### src/serial_ctrl_pkg.sv
// Purpose: Shared constants and carriers for the serial control/status/baud block
// Assumes: CPU I/O-space access with one-cycle read and write strobes
// Notes:   Register locations are indices on the block's local I/O address

package serial_ctrl_pkg;

  ////////////////////////////////////////////////////////////////////////////
  // Register locations within the block's I/O window
  localparam logic [2:0] ADDR_DATA = 3'h0;      // Data register
  localparam logic [2:0] ADDR_CSA = 3'h1;       // Control/status A
  localparam logic [2:0] ADDR_CSB = 3'h2;       // Control/status B
  localparam logic [2:0] ADDR_SHARED = 3'h3;    // Baud high / frame config
  localparam logic [2:0] ADDR_BAUDLO = 3'h4;    // Baud low

  ////////////////////////////////////////////////////////////////////////////
  // Reset values
  localparam logic [7:0] RST_CSB = 8'h00;
  localparam logic [7:0] RST_FRAME = 8'h86;
  localparam logic [3:0] RST_BAUDHI = 4'h0;
  localparam logic [7:0] RST_BAUDLO = 8'h00;

  // Control/status A bit positions
  localparam int CSA_RXDONE = 7;
  localparam int CSA_TXDONE = 6;
  localparam int CSA_TXEMPTY = 5;
  localparam int CSA_FRAMEERR = 4;
  localparam int CSA_OVERRUN = 3;
  localparam int CSA_PARERR = 2;
  localparam int CSA_DOUBLE = 1;
  localparam int CSA_MPROC = 0;

  // Control/status B bit positions
  localparam int CSB_RXIE = 7;
  localparam int CSB_TXIE = 6;
  localparam int CSB_EMPTYIE = 5;
  localparam int CSB_RX_ENABLE = 4;
  localparam int CSB_TX_ENABLE = 3;
  localparam int CSB_SIZEMSB = 2;
  localparam int CSB_RXBIT8 = 1;
  localparam int CSB_TXBIT8 = 0;

  // Shared location select bit
  localparam int REGSEL_BIT = 7;

  // Baud divider oversampling ratios
  localparam logic [4:0] OVERSAMPLE_NORMAL = 5'h10;
  localparam logic [4:0] OVERSAMPLE_DOUBLE = 5'h08;

  // Character size codes
  localparam logic [2:0] SIZE_NINE = 3'h7;

  // Parity mode codes
  localparam logic [1:0] PARITY_OFF = 2'h0;
  localparam logic [1:0] PARITY_EVEN = 2'h2;
  localparam logic [1:0] PARITY_ODD = 2'h3;

  ////////////////////////////////////////////////////////////////////////////
  // Frame configuration register layout
  typedef struct packed {
    logic regSelect;
    logic syncSelect;
    logic [1:0] parityMode;
    logic stopSelect;
    logic [1:0] charSize;
    logic clkPolarity;
  } frame_cfg_t;

  // One received character with its error tags
  typedef struct packed {
    logic frameErr;
    logic parityErr;
    logic overrun;
    logic [8:0] data;
  } rx_entry_t;

  // Configuration exported to the shifters
  typedef struct packed {
    logic rxEnable;
    logic txPinOwned;
    logic syncMode;
    logic [4:0] oversample;
    logic [3:0] dataBits;
    logic [1:0] stopBits;
    logic parityOn;
    logic parityOdd;
    logic txDataOnRise;
    logic multiProc;
    logic [11:0] baudDivisor;
  } link_cfg_t;

endpackage

### src/serial_ctrl.sv
// Purpose: Control, status and baud configuration of a serial transceiver
// Assumes: Shifters and sampling logic sit outside and use linkCfg
// Notes:   Receive buffer is the FIFO module inside this file
//
// Contract
// - Overrun on full buffer plus new start
// - Error flags follow the oldest unread character
// - Parity error only when checking was enabled
// - Double speed halves divider in async
// - Multiprocessor mode drops non-address frames
// - Interrupt needs enable, global flag, status
// - Rx enable owns pin; clear flushes buffer
// - Tx disable waits for empty path
// - Size field selects five to nine bits
// - Select bit one means frame config
// - Select bit zero means baud high
// - Sync select chooses async or sync
// - Parity mode off, even or odd
// - Stop select sets transmitter stop bits
// - Clock polarity picks data edges
// - Shared write steered by top bit
// - Back-to-back shared read returns config
// - Divisor is twelve bits high plus low
// - Baud low write reloads prescaler
`timescale 1ns/1ps

////////////////////////////////////////////////////////////////////////////
// Parameterised FIFO with valid/ready on both sides
module serial_fifo #(
  parameter int WIDTH = 12,
  parameter int DEPTH = 16
) (
  // Clock and reset
  input wire logic clock,
  input wire logic sys_rst,
  // Flush
  input wire logic flush,
  // Fill side
  input wire logic [WIDTH-1:0] inData,
  input wire logic inValid,
  output logic inReady,
  // Drain side
  output logic [WIDTH-1:0] outData,
  output logic outValid,
  input wire logic outReady
);
  localparam int AW = $clog2(DEPTH);
  logic [WIDTH-1:0] mem [DEPTH];  // Storage
  logic [AW:0] wrPtr_q;           // Write pointer with wrap bit
  logic [AW:0] rdPtr_q;           // Read pointer with wrap bit
  logic doWr;
  logic doRd;

  // Full when pointers differ only in wrap bit
  assign inReady = !((wrPtr_q[AW] != rdPtr_q[AW]) && (wrPtr_q[AW-1:0] == rdPtr_q[AW-1:0]));
  assign outValid = (wrPtr_q != rdPtr_q);
  assign outData = mem[rdPtr_q[AW-1:0]];
  assign doWr = inValid && inReady && !flush;
  assign doRd = outValid && outReady && !flush;

  // Storage write, no reset needed on data
  always_ff @(posedge clock) begin
    if (doWr) begin
      mem[wrPtr_q[AW-1:0]] <= inData;
    end
  end

  // Pointer update
  always_ff @(posedge clock or posedge sys_rst) begin
    if (sys_rst) begin
      wrPtr_q <= '0;
      rdPtr_q <= '0;
    end else if (flush) begin
      wrPtr_q <= '0;
      rdPtr_q <= '0;
    end else begin
      if (doWr) begin
        wrPtr_q <= wrPtr_q + 1'b1;
      end
      if (doRd) begin
        rdPtr_q <= rdPtr_q + 1'b1;
      end
    end
  end
endmodule

////////////////////////////////////////////////////////////////////////////
// Top: register file and status logic
module serial_ctrl #(
  parameter int FIFO_DEPTH = 16
) (
  // Clock and reset
  input wire logic clock,
  input wire logic sys_rst,
  // CPU I/O access
  input wire logic [2:0] ioAddr,
  input wire logic ioWrite,
  input wire logic ioRead,
  input wire logic [7:0] ioWdata,
  output logic [7:0] ioRdata,
  input wire logic globalIrqEnable,
  input wire logic txDoneIrqAck,
  // Receive shifter side
  input wire logic [8:0] rxCharData,
  input wire logic rxCharValid,
  output logic rxCharReady,
  input wire logic rxCharFrameErr,
  input wire logic rxCharParityFail,
  input wire logic rxCharIsAddress,
  input wire logic rxStartDetect,
  // Transmit shifter side
  output logic [8:0] txCharData,
  output logic txCharValid,
  input wire logic txCharTake,
  input wire logic txShiftBusy,
  // Configuration and pin ownership
  output serial_ctrl_pkg::link_cfg_t linkCfg,
  output logic baudReload,
  // Interrupt requests
  output logic rxDoneIrq,
  output logic txDoneIrq,
  output logic txEmptyIrq
);

  ////////////////////////////////////////////////////////////////////////////
  // State
  typedef struct packed {
    logic [7:0] csb;                      // Control/status B
    serial_ctrl_pkg::frame_cfg_t frame;   // Frame configuration
    logic [3:0] baudHi;                   // Divisor upper nibble
    logic [7:0] baudLo;                   // Divisor low byte
    logic doubleSpeed;
    logic multiProc;
    logic txDone;
    logic txBufFull;
    logic [8:0] txBuf;
    logic txPinOwned;
    logic txValid;                        // Buffer offered to the shifter
    logic txPrevBusy;                     // Shifter busy last cycle
    logic pendOverrun;                    // Overrun tag for next stored char
    logic sharedReadPrev;                 // Shared location read last cycle
    logic [7:0] rdata;
    logic baudReload;
    logic [2:0] irq;
    serial_ctrl_pkg::link_cfg_t cfg;
  } state_t;

  state_t s_q;
  state_t s_d;

  ////////////////////////////////////////////////////////////////////////////
  // Receive buffer: FIFO_DEPTH entries of the character FIFO
  localparam int EW = $bits(serial_ctrl_pkg::rx_entry_t);
  serial_ctrl_pkg::rx_entry_t inEntry;
  serial_ctrl_pkg::rx_entry_t headEntry;
  logic [EW-1:0] headBits;
  logic fifoInReady;
  logic fifoOutValid;
  logic fifoPop;
  logic fifoPush;
  logic rxFlush;
  logic dropFrame;
  logic parityChecked;
  logic [EW-1:0] inBits;

  assign parityChecked = s_q.frame.parityMode[1];
  assign dropFrame = s_q.multiProc && !rxCharIsAddress;
  assign inEntry.frameErr = rxCharFrameErr;
  assign inEntry.parityErr = rxCharParityFail && parityChecked;
  assign inEntry.overrun = s_q.pendOverrun;
  assign inEntry.data = rxCharData;
  assign inBits = inEntry;
  assign rxFlush = !s_q.csb[serial_ctrl_pkg::CSB_RX_ENABLE];
  assign fifoPush = rxCharValid && !dropFrame;
  assign rxCharReady = fifoInReady || dropFrame || rxFlush;
  assign fifoPop = ioRead && (ioAddr == serial_ctrl_pkg::ADDR_DATA);
  assign headEntry = headBits;

  serial_fifo #(
    .WIDTH(EW),
    .DEPTH(FIFO_DEPTH)
  ) rxFifo (
    .clock(clock),
    .sys_rst(sys_rst),
    .flush(rxFlush),
    .inData(inBits),
    .inValid(fifoPush),
    .inReady(fifoInReady),
    .outData(headBits),
    .outValid(fifoOutValid),
    .outReady(fifoPop)
  );

  ////////////////////////////////////////////////////////////////////////////
  // Decode of data bits from the size code
  function automatic logic [3:0] size_bits(input logic [2:0] code);
    case (code)
      3'h0: size_bits = 4'h5;
      3'h1: size_bits = 4'h6;
      3'h2: size_bits = 4'h7;
      3'h3: size_bits = 4'h8;
      3'h7: size_bits = 4'h9;
      default: size_bits = 4'h8;  // Reserved codes fall back to eight
    endcase
  endfunction

  ////////////////////////////////////////////////////////////////////////////
  // Next-state logic
  always_comb begin
    logic [2:0] sizeCode;
    logic sharedRd;
    logic txEmpty;
    sizeCode = 3'h0;
    sharedRd = 1'b0;
    txEmpty = 1'b0;
    s_d = s_q;
    s_d.baudReload = 1'b0;
    sharedRd = ioRead && (ioAddr == serial_ctrl_pkg::ADDR_SHARED);
    // Overrun: buffer full, char waiting, start seen
    if (!fifoInReady && rxCharValid && !dropFrame && rxStartDetect) begin
      s_d.pendOverrun = 1'b1;
    end else if (fifoPush && fifoInReady) begin
      s_d.pendOverrun = 1'b0;
    end
    if (rxFlush) begin
      s_d.pendOverrun = 1'b0;
    end
    // Transmit buffer handoff to shifter
    if (txCharTake) begin
      s_d.txBufFull = 1'b0;
    end
    // Done flag: set wins over clear
    if (txDoneIrqAck) begin
      s_d.txDone = 1'b0;
    end
    // Register writes
    if (ioWrite) begin
      case (ioAddr)
        serial_ctrl_pkg::ADDR_DATA: begin
          if (!s_q.txBufFull) begin  // Ignored while buffer busy
            s_d.txBuf = {s_q.csb[serial_ctrl_pkg::CSB_TXBIT8], ioWdata};
            s_d.txBufFull = 1'b1;
          end
        end
        serial_ctrl_pkg::ADDR_CSA: begin
          // Error bits are read-only here; software writes them zero
          if (ioWdata[serial_ctrl_pkg::CSA_TXDONE]) begin
            s_d.txDone = 1'b0;
          end
          s_d.doubleSpeed = ioWdata[serial_ctrl_pkg::CSA_DOUBLE];
          s_d.multiProc = ioWdata[serial_ctrl_pkg::CSA_MPROC];
        end
        serial_ctrl_pkg::ADDR_CSB: begin
          s_d.csb = {ioWdata[7:2], 1'b0, ioWdata[0]};
        end
        serial_ctrl_pkg::ADDR_SHARED: begin
          if (ioWdata[serial_ctrl_pkg::REGSEL_BIT]) begin
            s_d.frame = ioWdata;
            s_d.frame.regSelect = 1'b1;
          end else begin
            s_d.baudHi = ioWdata[3:0];
          end
        end
        serial_ctrl_pkg::ADDR_BAUDLO: begin
          s_d.baudLo = ioWdata;
          s_d.baudReload = 1'b1;
        end
        default: begin
        end
      endcase
    end
    // Shifter just went idle with nothing pending; set wins over any clear
    if (s_q.txPrevBusy && !txShiftBusy && !s_q.txBufFull && s_q.txPinOwned) begin
      s_d.txDone = 1'b1;
    end
    s_d.txPrevBusy = txShiftBusy;
    // Pin ownership: release only when path empty
    txEmpty = !s_q.txBufFull && !txShiftBusy;
    if (s_q.csb[serial_ctrl_pkg::CSB_TX_ENABLE]) begin
      s_d.txPinOwned = 1'b1;
    end else if (txEmpty) begin
      s_d.txPinOwned = 1'b0;
    end
    s_d.txValid = s_d.txBufFull && s_d.txPinOwned;
    // Read data: shared location timed sequence
    s_d.sharedReadPrev = sharedRd;
    s_d.rdata = 8'h00;
    if (ioRead) begin
      case (ioAddr)
        serial_ctrl_pkg::ADDR_DATA: s_d.rdata = fifoOutValid ? headEntry.data[7:0] : 8'h00;
        serial_ctrl_pkg::ADDR_CSA: begin
          s_d.rdata = {fifoOutValid, s_q.txDone, !s_q.txBufFull,
                       fifoOutValid && headEntry.frameErr,
                       fifoOutValid && headEntry.overrun,
                       fifoOutValid && headEntry.parityErr,
                       s_q.doubleSpeed, s_q.multiProc};
        end
        serial_ctrl_pkg::ADDR_CSB: begin
          s_d.rdata = s_q.csb;
          s_d.rdata[serial_ctrl_pkg::CSB_RXBIT8] = fifoOutValid && headEntry.data[8];
        end
        serial_ctrl_pkg::ADDR_SHARED: begin
          if (s_q.sharedReadPrev) begin
            s_d.rdata = s_q.frame;
            s_d.rdata[serial_ctrl_pkg::REGSEL_BIT] = 1'b1;
          end else begin
            s_d.rdata = {4'h0, s_q.baudHi};
          end
        end
        serial_ctrl_pkg::ADDR_BAUDLO: s_d.rdata = s_q.baudLo;
        default: s_d.rdata = 8'h00;
      endcase
    end
    // Interrupt requests gated by enable and global flag
    s_d.irq[0] = globalIrqEnable && s_q.csb[serial_ctrl_pkg::CSB_RXIE] && fifoOutValid;
    s_d.irq[1] = globalIrqEnable && s_q.csb[serial_ctrl_pkg::CSB_TXIE] && s_q.txDone;
    s_d.irq[2] = globalIrqEnable && s_q.csb[serial_ctrl_pkg::CSB_EMPTYIE] && !s_q.txBufFull;
    // Configuration export from next state, so the divisor lands with the reload pulse
    sizeCode = {s_d.csb[serial_ctrl_pkg::CSB_SIZEMSB], s_d.frame.charSize};
    s_d.cfg.rxEnable = s_d.csb[serial_ctrl_pkg::CSB_RX_ENABLE];
    s_d.cfg.txPinOwned = s_d.txPinOwned;
    s_d.cfg.syncMode = s_d.frame.syncSelect;
    s_d.cfg.oversample = (s_d.doubleSpeed && !s_d.frame.syncSelect) ?
                         serial_ctrl_pkg::OVERSAMPLE_DOUBLE : serial_ctrl_pkg::OVERSAMPLE_NORMAL;
    s_d.cfg.dataBits = size_bits(sizeCode);
    s_d.cfg.stopBits = s_d.frame.stopSelect ? 2'h2 : 2'h1;
    s_d.cfg.parityOn = (s_d.frame.parityMode == serial_ctrl_pkg::PARITY_EVEN) ||
                       (s_d.frame.parityMode == serial_ctrl_pkg::PARITY_ODD);
    s_d.cfg.parityOdd = (s_d.frame.parityMode == serial_ctrl_pkg::PARITY_ODD);
    s_d.cfg.txDataOnRise = !s_d.frame.clkPolarity;
    s_d.cfg.multiProc = s_d.multiProc;
    s_d.cfg.baudDivisor = {s_d.baudHi, s_d.baudLo};
  end

  ////////////////////////////////////////////////////////////////////////////
  // Register stage
  always_ff @(posedge clock or posedge sys_rst) begin
    if (sys_rst) begin
      s_q <= '0;
      s_q.csb <= serial_ctrl_pkg::RST_CSB;
      s_q.frame <= serial_ctrl_pkg::RST_FRAME;
      s_q.baudHi <= serial_ctrl_pkg::RST_BAUDHI;
      s_q.baudLo <= serial_ctrl_pkg::RST_BAUDLO;
      s_q.cfg.oversample <= serial_ctrl_pkg::OVERSAMPLE_NORMAL;
      s_q.cfg.dataBits <= 4'h8;
      s_q.cfg.stopBits <= 2'h1;
      s_q.cfg.txDataOnRise <= 1'b1;
    end else begin
      s_q <= s_d;
    end
  end

  // Outputs straight from flip-flops
  assign ioRdata = s_q.rdata;
  assign linkCfg = s_q.cfg;
  assign baudReload = s_q.baudReload;
  assign rxDoneIrq = s_q.irq[0];
  assign txDoneIrq = s_q.irq[1];
  assign txEmptyIrq = s_q.irq[2];
  assign txCharData = s_q.txBuf;
  assign txCharValid = s_q.txValid;
endmodule

### config.mk
export PLATFORM = sky130hd
export DESIGN_NAME = serial_ctrl
export DESIGN_NICKNAME = d
export VERILOG_FILES = /design/src/serial_ctrl_pkg.sv /design/src/serial_ctrl.sv
export SDC_FILE = /design/constraint.sdc
export NUM_CORES = 1
export LEC_CHECK = 0
export BUFFER_PORTS_ARGS = -buffer_cell sky130_fd_sc_hd__buf_4
export CAP_MARGIN = 20
export CORE_MARGIN = 3
export CORE_UTILIZATION = 60
export DETAILED_ROUTE_END_ITERATION = 16
export PLACE_DENSITY = 0.8
export SLEW_MARGIN = 5
export SYNTH_ARGS = -nofsm -noshare
export SYNTH_HDL_FRONTEND = slang
export SYNTH_HIERARCHICAL = 1
export SYNTH_SLANG_ARGS = --single-unit
### constraint.sdc
create_clock -name clock -period 4 [get_ports clock]
set_clock_uncertainty 0.15 [all_clocks]
set_input_delay 0.6 -clock clock [delete_from_list [all_inputs] [get_ports clock]]
set_output_delay 0.6 -clock clock [all_outputs]
set_load 0.02 [all_outputs]
# [After elaboration in Yosys (flattened, before gate mapping)]
# Memory sizes are Yosys's and may differ from the RTL's.
# Index checks and enable logic that the tools add are counted.
[classes] n_reduce_logical=45 add_sub_neg=2 n_eq_ne=15 bitwise=1 n_mux=33
[op_table] cell="$pmux W8 S5" count=1
[op_table] cell="$mux W38" count=1
[op_table] cell="$mux W8" count=4
[op_table] cell="$mux W5" count=6
[op_table] cell="$logic_and A1 B1 Y1" count=29
[op_table] cell="$mux W10" count=2
[op_table] cell="$pmux W4 S4" count=1
[op_table] cell="$mux W1" count=13
[op_table] cell="$mux W12" count=1
[op_table] cell="$add A5 B1 Y5 const B" count=2
[op_table] cell="$eq A3 B2 Y1 const B" count=3
[op_table] cell="$logic_not A1 Y1" count=8
[op_table] cell="$mux W7" count=1
[op_table] cell="$eq A3 B1 Y1 const B" count=2
[op_table] cell="$eq A3 B3 Y1 const B" count=2
[op_table] cell="$logic_not A3 Y1" count=2
[op_table] cell="$ne A5 B5 Y1" count=1
[op_table] cell="$eq A2 B2 Y1 const B" count=2
[op_table] cell="$eq A4 B4 Y1" count=1
[op_table] cell="$mux W4" count=1
[op_table] cell="$ne A2 B1 Y1 const B" count=2
[op_table] cell="$reduce_and A2 Y1" count=2
[op_table] cell="$logic_or A1 B1 Y1" count=3
[op_table] cell="$mux W3" count=1
[op_table] cell="other kinds (5)" count=5
[word_totals] mem_bits_rw=192 n_memories=1 input_bits=33 ff_bits=93 elab_cells=129
[mem_list] memory="rxFifo.mem" words=16 word_bits=12 read_ports=1 rd_clocked_by_memory_dff=0 write_ports=1 line="serial_ctrl.sv:48" rtl="logic [WIDTH-1:0] mem [DEPTH];"

# [Longest topological paths before layout]
# Gate-level depths: netlist (run 1).
[depth] ltp_word=8 depth_mapped=10

# [Hierarchy]
# Netlist (run 1), hierarchy kept.
[modules_own_cells] mod="serial_fifo" seq_area_each_um2=6015.8 n_inst=1 cells_each=420 area_each_um2=8180.3
[modules_own_cells] mod="serial_ctrl" seq_area_each_um2=1659.1 n_inst=1 cells_each=291 area_each_um2=3283.1

# [Worst setup path after synthesis (run 1)]
# No wires, ideal clock.
[synth_path] path_kind="input -> register" start="input rxCharIsAddress" end="memory rxFifo.mem[6][0] (enable)" stages=5 t_arrival_ns=2.519 path_slack_ns=0.918 setup_ns=0.412 path_buffers=1 path_cell_list="nand2b_1 -> and2_1 -> o21ai_2 -> buf_2 -> nor4_1"
[synth_via] elab_chain_len=8
[synth_rtl] element="start, declared" line="serial_ctrl.sv:109" rtl="input wire logic rxCharIsAddress,"
[synth_rtl] element="$logic_not A1 Y1" line="serial_ctrl.sv:167" rtl="assign dropFrame = s_q.multiProc && !rxCharIsAddress;"
[synth_rtl] element="$logic_and A1 B1 Y1" line="serial_ctrl.sv:167"
[synth_rtl] element="$logic_not A1 Y1" line="serial_ctrl.sv:174" rtl="assign fifoPush = rxCharValid && !dropFrame;"
[synth_rtl] element="$logic_and A1 B1 Y1" line="serial_ctrl.sv:174"
[synth_rtl] element="net fifoPush" line="serial_ctrl.sv:160" rtl="logic fifoPush;"
[synth_rtl] element="$logic_and A1 B1 Y1 (2 in series)" line="serial_ctrl.sv:58" rtl="assign doWr = inValid && inReady && !flush;"
[synth_rtl] element="$mux W1" line="serial_ctrl.sv:63" rtl="if (doWr) begin"
[synth_rtl] element="$mux W1 (implied by the code)" line="serial_ctrl.sv:64" rtl="mem[wrPtr_q[AW-1:0]] <= inData;"
[synth_rtl] element="end, declared" line="serial_ctrl.sv:48"
# The timed path passes the listed nets, and every way through them passes these cells.

# [Worst setup path after layout (run 1)]
[layout_path] start="register rxFifo.rdPtr_q[2]" end="output rxCharReady"
[layout_via] elab_chain_len=5
[layout_rtl] element="start, declared" line="serial_ctrl.sv:50" rtl="logic [AW:0] rdPtr_q;"
[layout_rtl] element="start signal, assigned" line="serial_ctrl.sv:81" rtl="rdPtr_q <= rdPtr_q + 1'b1;"
[layout_rtl] element="$eq A4 B4 Y1" line="serial_ctrl.sv:55" rtl="assign inReady = !((wrPtr_q[AW] != rdPtr_q[AW]) && (wrPtr_q[AW-1:0] == rdPtr_q[AW-1:0]));"
[layout_rtl] element="$logic_and A1 B1 Y1" line="serial_ctrl.sv:55"
[layout_rtl] element="$logic_not A1 Y1" line="serial_ctrl.sv:55"
[layout_rtl] element="net fifoInReady" line="serial_ctrl.sv:157" rtl="logic fifoInReady;"
[layout_rtl] element="$logic_or A1 B1 Y1 (2 in series)" line="serial_ctrl.sv:175" rtl="assign rxCharReady = fifoInReady || dropFrame || rxFlush;"
[layout_rtl] element="end, declared" line="serial_ctrl.sv:106" rtl="output logic rxCharReady,"
# The timed path passes the listed nets, and every way through them passes these cells.

==> flow_metrics.env, run 1 <==
export IMPL_via_count=6414
export IMPL_grt_pass1_vias=6594
export IMPL_yosysWarningCount=6
export IMPL_num_rows=49
export IMPL_wl_um=25000
export IMPL_worstSetupStartpointType="register"
export IMPL_clkPwrFrac_pct=35.8
export IMPL_grt_setup_unrepaired="false"
export IMPL_min_period_ns=3.28
export IMPL_arrival_ns=2.53
export IMPL_cts_resized=0
export IMPL_syn_to_final_growth_pct=12.4
export IMPL_p_comb_share_pct=12.3
export IMPL_crit_path_end_kind="output pin"
export IMPL_synth_top_family_by_area="multiplexers"
export IMPL_synthCells=711
export IMPL_fin_tns_setup_ns=0
export IMPL_vias_per_cell=6.34
export IMPL_ir_drop_uv=384
export IMPL_p_per_area_nw_per_um2=488
export IMPL_hpwl_um=15800
export IMPL_setup_violations=0
export IMPL_drt_initial_drc_count=695
export IMPL_place_inst=963
export IMPL_grt_pass1_wl_um=38400
export IMPL_clk_pin_slew_ns=0.06
export IMPL_hold_viol=0
export IMPL_syn_avg_cell_area_um2=16.1
export IMPL_fin_crit_sh_pct=81.9
export IMPL_worst_pin_slew_ns=1.00
export IMPL_drv_cap=0
export IMPL_ys_flop_type="edfxtp_1"
export IMPL_synthDistinctLibCells=68
export IMPL_antenna_found_initial=0
export IMPL_min_path_type="in -> reg"
export IMPL_worstSetupPathType="reg -> out"
export IMPL_drc_errors=0
export IMPL_async_flop_share_pct=28.4
export IMPL_numCtsBuffers=27
export IMPL_drt_pass1_iterations=5
export IMPL_post_cts_buffers=0
export IMPL_cts_max_path_buffers=3
export IMPL_layout_drive_gt1_share_pct=33.8
export IMPL_fmax_mhz=305
export IMPL_final_cells=1012
export IMPL_synthTopCellsByArea="edfxtp_1, dfrtp_1, mux4_2"
export IMPL_root_buffer="clkbuf_16"
export IMPL_tritoncts="yes"
export IMPL_io_pins=86
export IMPL_gp_congestion=0.836
export IMPL_nNetsFinal=802
export IMPL_synth_seq_cells=268
export IMPL_synth_simple_gate_area_share_pct=6.99
export IMPL_switchingPower_mw=1.56
export IMPL_slew_violations=0
export IMPL_synthAdderAreaFrac_pct=0.546
export IMPL_overflow=0
export IMPL_n_fill_cell=1132
export IMPL_yosysTopAreaCellShare_pct=50.3
export IMPL_die_h_um=144
export IMPL_io_buffer_count=82
export IMPL_leakage_nw=4.60
export IMPL_synthMuxAreaShare_pct=14.5
export IMPL_die_w_um=144
export IMPL_power_frac_seq_pct=51.9
export IMPL_avgRoutedWirePerCell_um=24.7
export IMPL_synth_compound_area_share_pct=4.77
export IMPL_start_util_pct=62.3
export IMPL_cts_hold_buffers=1
export IMPL_synth_edff_count=192
export IMPL_grt_max_degree=53
export IMPL_htree_levels=1
export IMPL_diodes=0
export IMPL_core_area_um2=18400
export IMPL_die_area_um2=20800
export IMPL_drt_antenna_violating_nets=0
export IMPL_clkLatencyLatePin_ns=0.55
export IMPL_synth_xor_area_share_pct=0.677
export IMPL_cp_required_ns=3.25
export IMPL_track_usage_pct=24.7
export IMPL_cts_sinks=268
export IMPL_synth_largest_area_cell="edfxtp_1"
export IMPL_status="complete, no violations"
export IMPL_syn_area_um2=11500
export IMPL_crit_path_max_fanout=41
export IMPL_ys_seq_area_share_pct=67.0
export IMPL_swShare_pct=24.8
export IMPL_max_slew_margin_rel_pct=33.1
export IMPL_power_internal_mw=4.73
==> cell type report <==
| type | count | area [um^2] | area share (%) |
|---|---|---|---|
| Multi-Input combinational cell | 345 | 3260 | 25.3 |
| Tap cell | 229 | 287 | 2.22 |
| Clock buffer | 41 | 728 | 5.65 |
| Inverter | 14 | 52.6 | 0.408 |
| Sequential cell | 268 | 7680 | 59.6 |
| Clock inverter | 7 | 47.5 | 0.369 |
| Timing Repair Buffer | 108 | 838 | 6.50 |
==> cells by family after synthesis <==
| logic type | after synthesis |
|---|---|
| fa+ha+maj | 5 |
| flops | 268 |
| mux | 100 |
| simple gates | 149 |
| other cells | 1 |
| compound gates | 80 |
| buf+inv | 100 |
| xor+xnor | 8 |
==> per-layer routing <==
metal  global-route usage (%)  vias up  share of wire (%)
met2                     42.6      327                 52
met4                     7.61        0                2.9
met3                     4.50       70                8.2
li1                         -     2778                  -
met1                     32.5     3239                 37
met5                        0        -                  0
==> power groups by stage <==
stage / clock, mW / combinational [mW] / sequential, mW
floorplan: 0 / 0.603 / 3.28
global route: 2.39 / 0.835 / 3.28
finish: 2.25 / 0.772 / 3.27
global placement: 0 / 0.745 / 3.31
detailed placement: 0 / 0.767 / 3.32
CTS: 2.29 / 0.774 / 3.27
==> final timing paths <==
path,from,to,slack (ns),cells past startpoint
setup / recovery,rxFifo/rdPtr_q[2],rxCharReady,0.72,6
hold / removal,txShiftBusy,s_q[44],0.02,1
setup reg to reg,rxFifo/rdPtr_q[2],rxFifo/mem[11][2],1.05,6
hold reg to reg,txCharData[7],txCharData[7],0.36,1
max in group asynchronous,sys_rst,linkCfg[14],2.33,4
min in group asynchronous,sys_rst,txCharData[3],0.43,3
==> worst max-delay path: stages (launching register included) <==
cell,delay (ns)
dfrtp_1,0.34
buf_4,0.48
xnor2_1,0.20
and4_1,0.38
nand2_1,0.20
nand3b_1,0.21
buf_4,0.16
==> registers in the layout, summed over array words and instances, names as in the netlist <==
register,flops
baudReload,1
inBits,1
ioRdata,8
linkCfg,25
parityChecked,1
rxDoneIrq,1
rxFifo/mem,192
rxFifo/rdPtr_q,5
rxFifo/wrPtr_q,5
s_q,17
txCharData,9
txCharValid,1
txDoneIrq,1
txEmptyIrq,1
==> stage by stage <==
stage	setup WS, ns	hold WS [ns]	utilization (%)	area, um^2	power, mW
2_1_floorplan	0.918	0.290	-	11500	3.88
3_3_place_gp	1.15	0.343	65.8	12100	4.06
6_report	0.724	0.0231	70.1	12900	6.29
3_5_place_dp	1.12	0.352	65.8	12100	4.09
5_1_grt	0.586	0.00775	70.1	12900	6.51
4_1_cts	0.724	0.00673	70.1	12900	6.33
==> synthesized netlist by cell type (all sizes together), types with 3 or more instances <==
cell	n
and2	9
a21oi	16
clkbuf	14
or2	3
nor2b	16
buf	72
nand4	3
nor4	9
inv	14
mux2i	8
nand2b	3
a22oi	4
xnor2	6
o21ai	12
and3	4
nand2	50
mux2	44
nand3b	6
ha	5
edfxtp	192
mux4	48
nor2	18
dfstp	6
a211o	3
nor3	10
dfrtp	70
a211oi	15
nand3	10
a31oi	11
==> placed cells by master (no fill, tap or decap), types with 13 or more instances in the layout <==
cell | Yosys | routed
a211oi_1 | 14 | 14
edfxtp_1 | 192 | 192
a21oi_1 | 16 | 16
dfrtp_1 | 70 | 68
nor2_1 | 17 | 17
nand2_1 | 49 | 49
clkbuf_16 | 0 | 27
clkbuf_1 | 13 | 14
mux4_2 | 46 | 46
inv_1 | 14 | 13
buf_4 | 52 | 105
mux2_2 | 43 | 43
nor2b_1 | 15 | 15
Note: power is estimated with default switching activity, not from simulation.
==> inputs of run 2 (changes only) <==
Settings changed: CORE_UTILIZATION 60 to 54, PLACE_DENSITY 0.8 to 0.76.
Clock period 4 ns to 2.79 ns, I/O delays scaled along.
==> flow_metrics.env, run 2 (synthesis gave the netlist of run 1 again) <==
export IMPL_drt_pass1_iterations=5
export IMPL_slowest_delay_ns=0.58
export IMPL_post_dp_cell_area_um2=12300
export IMPL_rr_endpoint="ioRdata[1]"
export IMPL_io_pins=86
export IMPL_leakage_nw=4.77
export IMPL_core_area_um2=20600
export IMPL_rr_startpoint="rxFifo/rdPtr_q[0]"
export IMPL_min_path_type="in -> reg"
export IMPL_clkPwrFrac_pct=38.2
export IMPL_ir_drop_uv=539
export IMPL_die_area_um2=23000
export IMPL_cts_max_path_buffers=3
export IMPL_track_usage_pct=22.0
export IMPL_cp_required_ns=2.22
export IMPL_crit_path_max_fanout=13
export IMPL_worstSetupStartpointType="register"
export IMPL_crit_family="simple AND/OR/NAND/NOR gates"
export IMPL_drt_initial_drc_count=513
export IMPL_tritoncts="yes"
export IMPL_htree_levels=1
export IMPL_root_buffer="clkbuf_16"
export IMPL_crit_buf_inv=1
export IMPL_dp_slack_ns=0.172
export IMPL_hold_end="s_q[42]"
export IMPL_regArea_um2=7680
export IMPL_fmax_mhz=373
export IMPL_hp_start="ioRead"
export IMPL_arrival_ns=2.11
export IMPL_design_area_um2=13200
export IMPL_antenna_found_initial=0
export IMPL_wl_um=24800
export IMPL_layout_drive_gt1_share_pct=37.1
export IMPL_power_frac_seq_pct=49.7
export IMPL_numCtsBuffers=27
export IMPL_p_comb_share_pct=12.2
export IMPL_clkLatencyLatePin_ns=0.54
export IMPL_die_h_um=152
export IMPL_final_common_cell="edfxtp_1"
export IMPL_post_cts_buffers=0
export IMPL_swShare_pct=23.7
export IMPL_via_count=6471
export IMPL_setup_worst_path_start="rxFifo/rdPtr_q[0]"
export IMPL_min_path_cells=2
export IMPL_hpwl_um=16600
export IMPL_switchingPower_mw=2.23
export IMPL_cts_sinks=268
export IMPL_rr_worst_depth=8
export IMPL_crit_chain="xnor2_2, and4_4, nand2_1, nand3b_1, buf_4"
export IMPL_io_buffer_count=82
export IMPL_syn_to_final_growth_pct=15.5
export IMPL_vias_per_cell=6.04
export IMPL_start_util_pct=55.8
export IMPL_final_cell_mix="edfxtp_1, buf_4, dfrtp_1"
export IMPL_place_inst=1018
export IMPL_crit_cells=5
export IMPL_num_rows=52
export IMPL_slew_violations=0
export IMPL_diodes=0
export IMPL_overflow=0
export IMPL_setup_violations=0
export IMPL_gp_congestion=0.902
export IMPL_fin_ws_ns=0.107
export IMPL_avgRoutedWirePerCell_um=23.2
export IMPL_nNetsFinal=818
export IMPL_worstSetupPathType="reg -> out"
export IMPL_grt_max_degree=60
export IMPL_drv_cap=0
export IMPL_min_period_ns=2.68
export IMPL_crit_path_end_kind="output pin"
export IMPL_reg2reg_setup_slack_ns=0.13
export IMPL_hold_viol=0
export IMPL_worst_pin_slew_ns=0.954
export IMPL_fin_crit_sh_pct=96.2
export IMPL_grt_pass1_vias=6755
export IMPL_final_cells=1071
export IMPL_max_slew_margin_rel_pct=36.4
export IMPL_fin_tns_setup_ns=0
export IMPL_drc_errors=0
export IMPL_power_internal_mw=7.19
export IMPL_multi_input_area_um2=3280
export IMPL_clk_pin_slew_ns=0.06
export IMPL_slowest_stage="dfrtp_4"
export IMPL_p_per_area_nw_per_um2=712
export IMPL_grt_setup_unrepaired="false"
export IMPL_status="complete, no violations"
export IMPL_largest_register_ffs=192
export IMPL_drt_antenna_violating_nets=0
export IMPL_die_w_um=152
export IMPL_grt_pass1_wl_um=38300
export IMPL_n_fill_cell=1407
## run 2: cell types whose count changed in the layout (fill, tap and decap cells not counted), moves of 2 or more
cell / change
clkbuf_1: -8
dlygate4sd3_1: +2
clkbuf_8: +8
xnor2_2: +3
clkinv_2: +4
buf_4: +13
bufinv_16: +2
xnor2_1: -3
clkinv_1: -3
## run 2: routing by layer
metal / part of all wire (%) / vias up / GRT usage (%)
met5: 0 / - / 0
met4: 3.3 / 0 / 7.32
met3: 6.6 / 67 / 3.12
met2: 51 / 290 / 37.3
met1: 40 / 3307 / 29.7
li1: - / 2807 / -
## run 2: what timing repair did
action | 4_1_cts | 5_1_grt
setup endpoints to repair | 1 | 1
hold endpoints to repair | 75 | 0
resized for setup | 2 | 4
cloned | 0 | 0
hold buffers | 3 | 0
## run 2: metrics by stage
stage               power, mW  hold slack, ns  utilization (%)
global placement         5.85           0.188             59.7
finish                   9.42          0.0179             64.4
global route             9.77         0.00794             64.4
detailed placement       5.89           0.198             59.7
CTS                      9.48         0.00144             64.3
floorplan                5.56           0.109                -
## run 2: worst max path at each step
stage,slack [ns],endpoint
final,0.11,rxCharReady
after CTS,0.03,rxCharReady
after detailed placement,0.17,ioRdata[1]
after global routing,0.003,rxCharReady
after global placement,0.23,ioRdata[2]
after floorplan,-0.11,rxFifo/mem[6][0]
## run 2: power groups by stage
stage | Sequential (mW) | Combinational (mW) | Clock (mW)
floorplan | 4.70 | 0.864 | 0
global placement | 4.75 | 1.11 | 0
finish | 4.68 | 1.15 | 3.60
detailed placement | 4.76 | 1.14 | 0
global route | 4.70 | 1.24 | 3.83
CTS | 4.68 | 1.15 | 3.65
## run 2: layout make-up
class,count,area share (%)
clock buffers,41,6.11
clock inverters,9,0.737
inverters,14,0.397
multi-input cells,345,24.8
flip-flops and latches,268,58.0
well taps,270,2.55
repair buffers,124,7.37
==> inputs of run 3 (changes only) <==
Settings changed: PLACE_DENSITY 0.76 to not set, PLACE_DENSITY_LB_ADDON set to 0.2.
==> flow_metrics.env, run 3 (synthesis gave the netlist of run 1 again) <==
export IMPL_start_util_pct=55.8
export IMPL_clk_pin_slew_ns=0.06
export IMPL_worstSetupPathType="reg -> out"
export IMPL_numCtsBuffers=27
export IMPL_fmax_mhz=372
export IMPL_reg2reg_setup_slack_ns=0.17
export IMPL_min_path_cells=2
export IMPL_tritoncts="yes"
export IMPL_min_period_ns=2.69
export IMPL_crit_chain="buf_4, xnor2_2, and4_4, nand2_2, nand3b_1, buf_4"
export IMPL_slowest_delay_ns=0.48
export IMPL_syn_to_final_growth_pct=16.1
export IMPL_track_usage_pct=22.2
export IMPL_die_area_um2=23000
export IMPL_htree_levels=1
export IMPL_antenna_found_initial=0
export IMPL_ir_drop_uv=582
export IMPL_slew_violations=0
export IMPL_largest_register_ffs=192
export IMPL_overflow=0
export IMPL_rr_worst_depth=9
export IMPL_crit_path_end_kind="output pin"
export IMPL_crit_top_cell="buf_4"
export IMPL_crit_path_max_fanout=7
export IMPL_drv_cap=0
export IMPL_max_slew_margin_rel_pct=35.8
export IMPL_hpwl_um=16600
export IMPL_n_fill_cell=1427
export IMPL_grt_setup_unrepaired="false"
export IMPL_worst_pin_slew_ns=0.963
export IMPL_root_buffer="clkbuf_16"
export IMPL_worstSetupStartpointType="register"
export IMPL_die_h_um=152
export IMPL_drt_antenna_violating_nets=0
export IMPL_arrival_ns=2.12
export IMPL_num_rows=52
export IMPL_min_path_type="in -> reg"
export IMPL_setup_violations=0
export IMPL_io_buffer_count=82
export IMPL_final_common_cell="edfxtp_1"
export IMPL_nNetsFinal=827
export IMPL_final_cell_mix="edfxtp_1, buf_4, dfrtp_1"
export IMPL_cts_max_path_buffers=3
export IMPL_fin_tns_setup_ns=0
export IMPL_clkLatencyLatePin_ns=0.54
export IMPL_vias_per_cell=5.89
export IMPL_die_w_um=152
export IMPL_via_count=6353
export IMPL_cts_sinks=268
export IMPL_grt_pass1_wl_um=38600
export IMPL_gp_congestion=0.832
export IMPL_drt_initial_drc_count=585
export IMPL_fin_crit_sh_pct=96.4
export IMPL_hold_viol=0
export IMPL_leakage_nw=4.78
export IMPL_grt_max_degree=67
export IMPL_avgRoutedWirePerCell_um=23.3
export IMPL_cp_required_ns=2.22
export IMPL_p_per_area_nw_per_um2=701
export IMPL_slowest_stage="dfrtp_4"
export IMPL_core_area_um2=20600
export IMPL_status="complete, no violations"
export IMPL_diodes=0
export IMPL_whs_ns=0.0249
export IMPL_wl_um=25100
export IMPL_drt_pass1_iterations=7
export IMPL_grt_pass1_vias=6593
export IMPL_drc_errors=0
export IMPL_io_pins=86
export IMPL_layout_drive_gt1_share_pct=36.8
==> run 3: final timing paths <==
check	to	startpoint
worst max-delay path	rxCharReady	rxFifo/rdPtr_q[0]
worst min-delay path	linkCfg[1]	ioWdata[1]
worst max register to register	ioRdata[3]	rxFifo/rdPtr_q[0]
worst min register to register	txCharData[6]	txCharData[6]
max in group asynchronous	s_q[74]	sys_rst
min in group asynchronous	rxFifo/rdPtr_q[3]	sys_rst
==> run 3: layout make-up <==
type	count	area, um^2	share of cell area (%)
flip-flops and latches	268	7680	57.7
multi-input cells	345	3290	24.7
repair buffers	133	1080	8.13
clock buffers	31	691	5.19
well taps	270	338	2.54
clock inverters	17	174	1.31
inverters	14	52.6	0.395
==> run 3: stage by stage <==
stage | power [mW] | instance area (um^2) | setup slack, ns | instances | util [%]
6_report | 9.33 | 13300 | 0.0996 | 1078 | 64.7
5_1_grt | 9.69 | 13300 | 0.0167 | 1078 | 64.7
4_1_cts | 9.41 | 13300 | 0.0223 | 1078 | 64.6
3_5_place_dp | 5.88 | 12300 | -0.0149 | 1018 | 59.7
3_3_place_gp | 5.84 | 12300 | -0.0754 | 1018 | 59.7
2_1_floorplan | 5.56 | 11500 | -0.115 | 713 | -
==> run 3: report_power, final <==
part	internal, mW	switching [mW]	leakage (nW)
logic	0.502	0.645	1.69
clock network	2.05	1.46	0.413
registers	4.52	0.152	2.68
total	7.08	2.26	4.78
==> run 3: per-layer routing <==
metal,share of wire [%],track usage (%),wire length [um],vias to the layer above
li1,-,-,-,2828
met1,40,29.8,10100,3244
met2,50,37.0,12500,227
met3,6.5,4.16,1630,54
met4,3.4,7.46,853,0
met5,0,0,0,-
==> run 3: worst max-delay path, delay by kind of cell, from the launching register on <==
| kind | cells | cell delay [ns] |
|---|---|---|
| xor+xnor | 1 | 0.19 |
| buf+inv | 2 | 0.34 |
| flops | 1 | 0.48 |
| simple gates | 3 | 0.57 |
==> run 3: repair_timing <==
action,4_1_cts,5_1_grt
resized for setup,2,8
hold buffers,9,0
hold endpoints to repair,88,0
endpoints found under the setup margin,103,3
buffers inserted,3,0
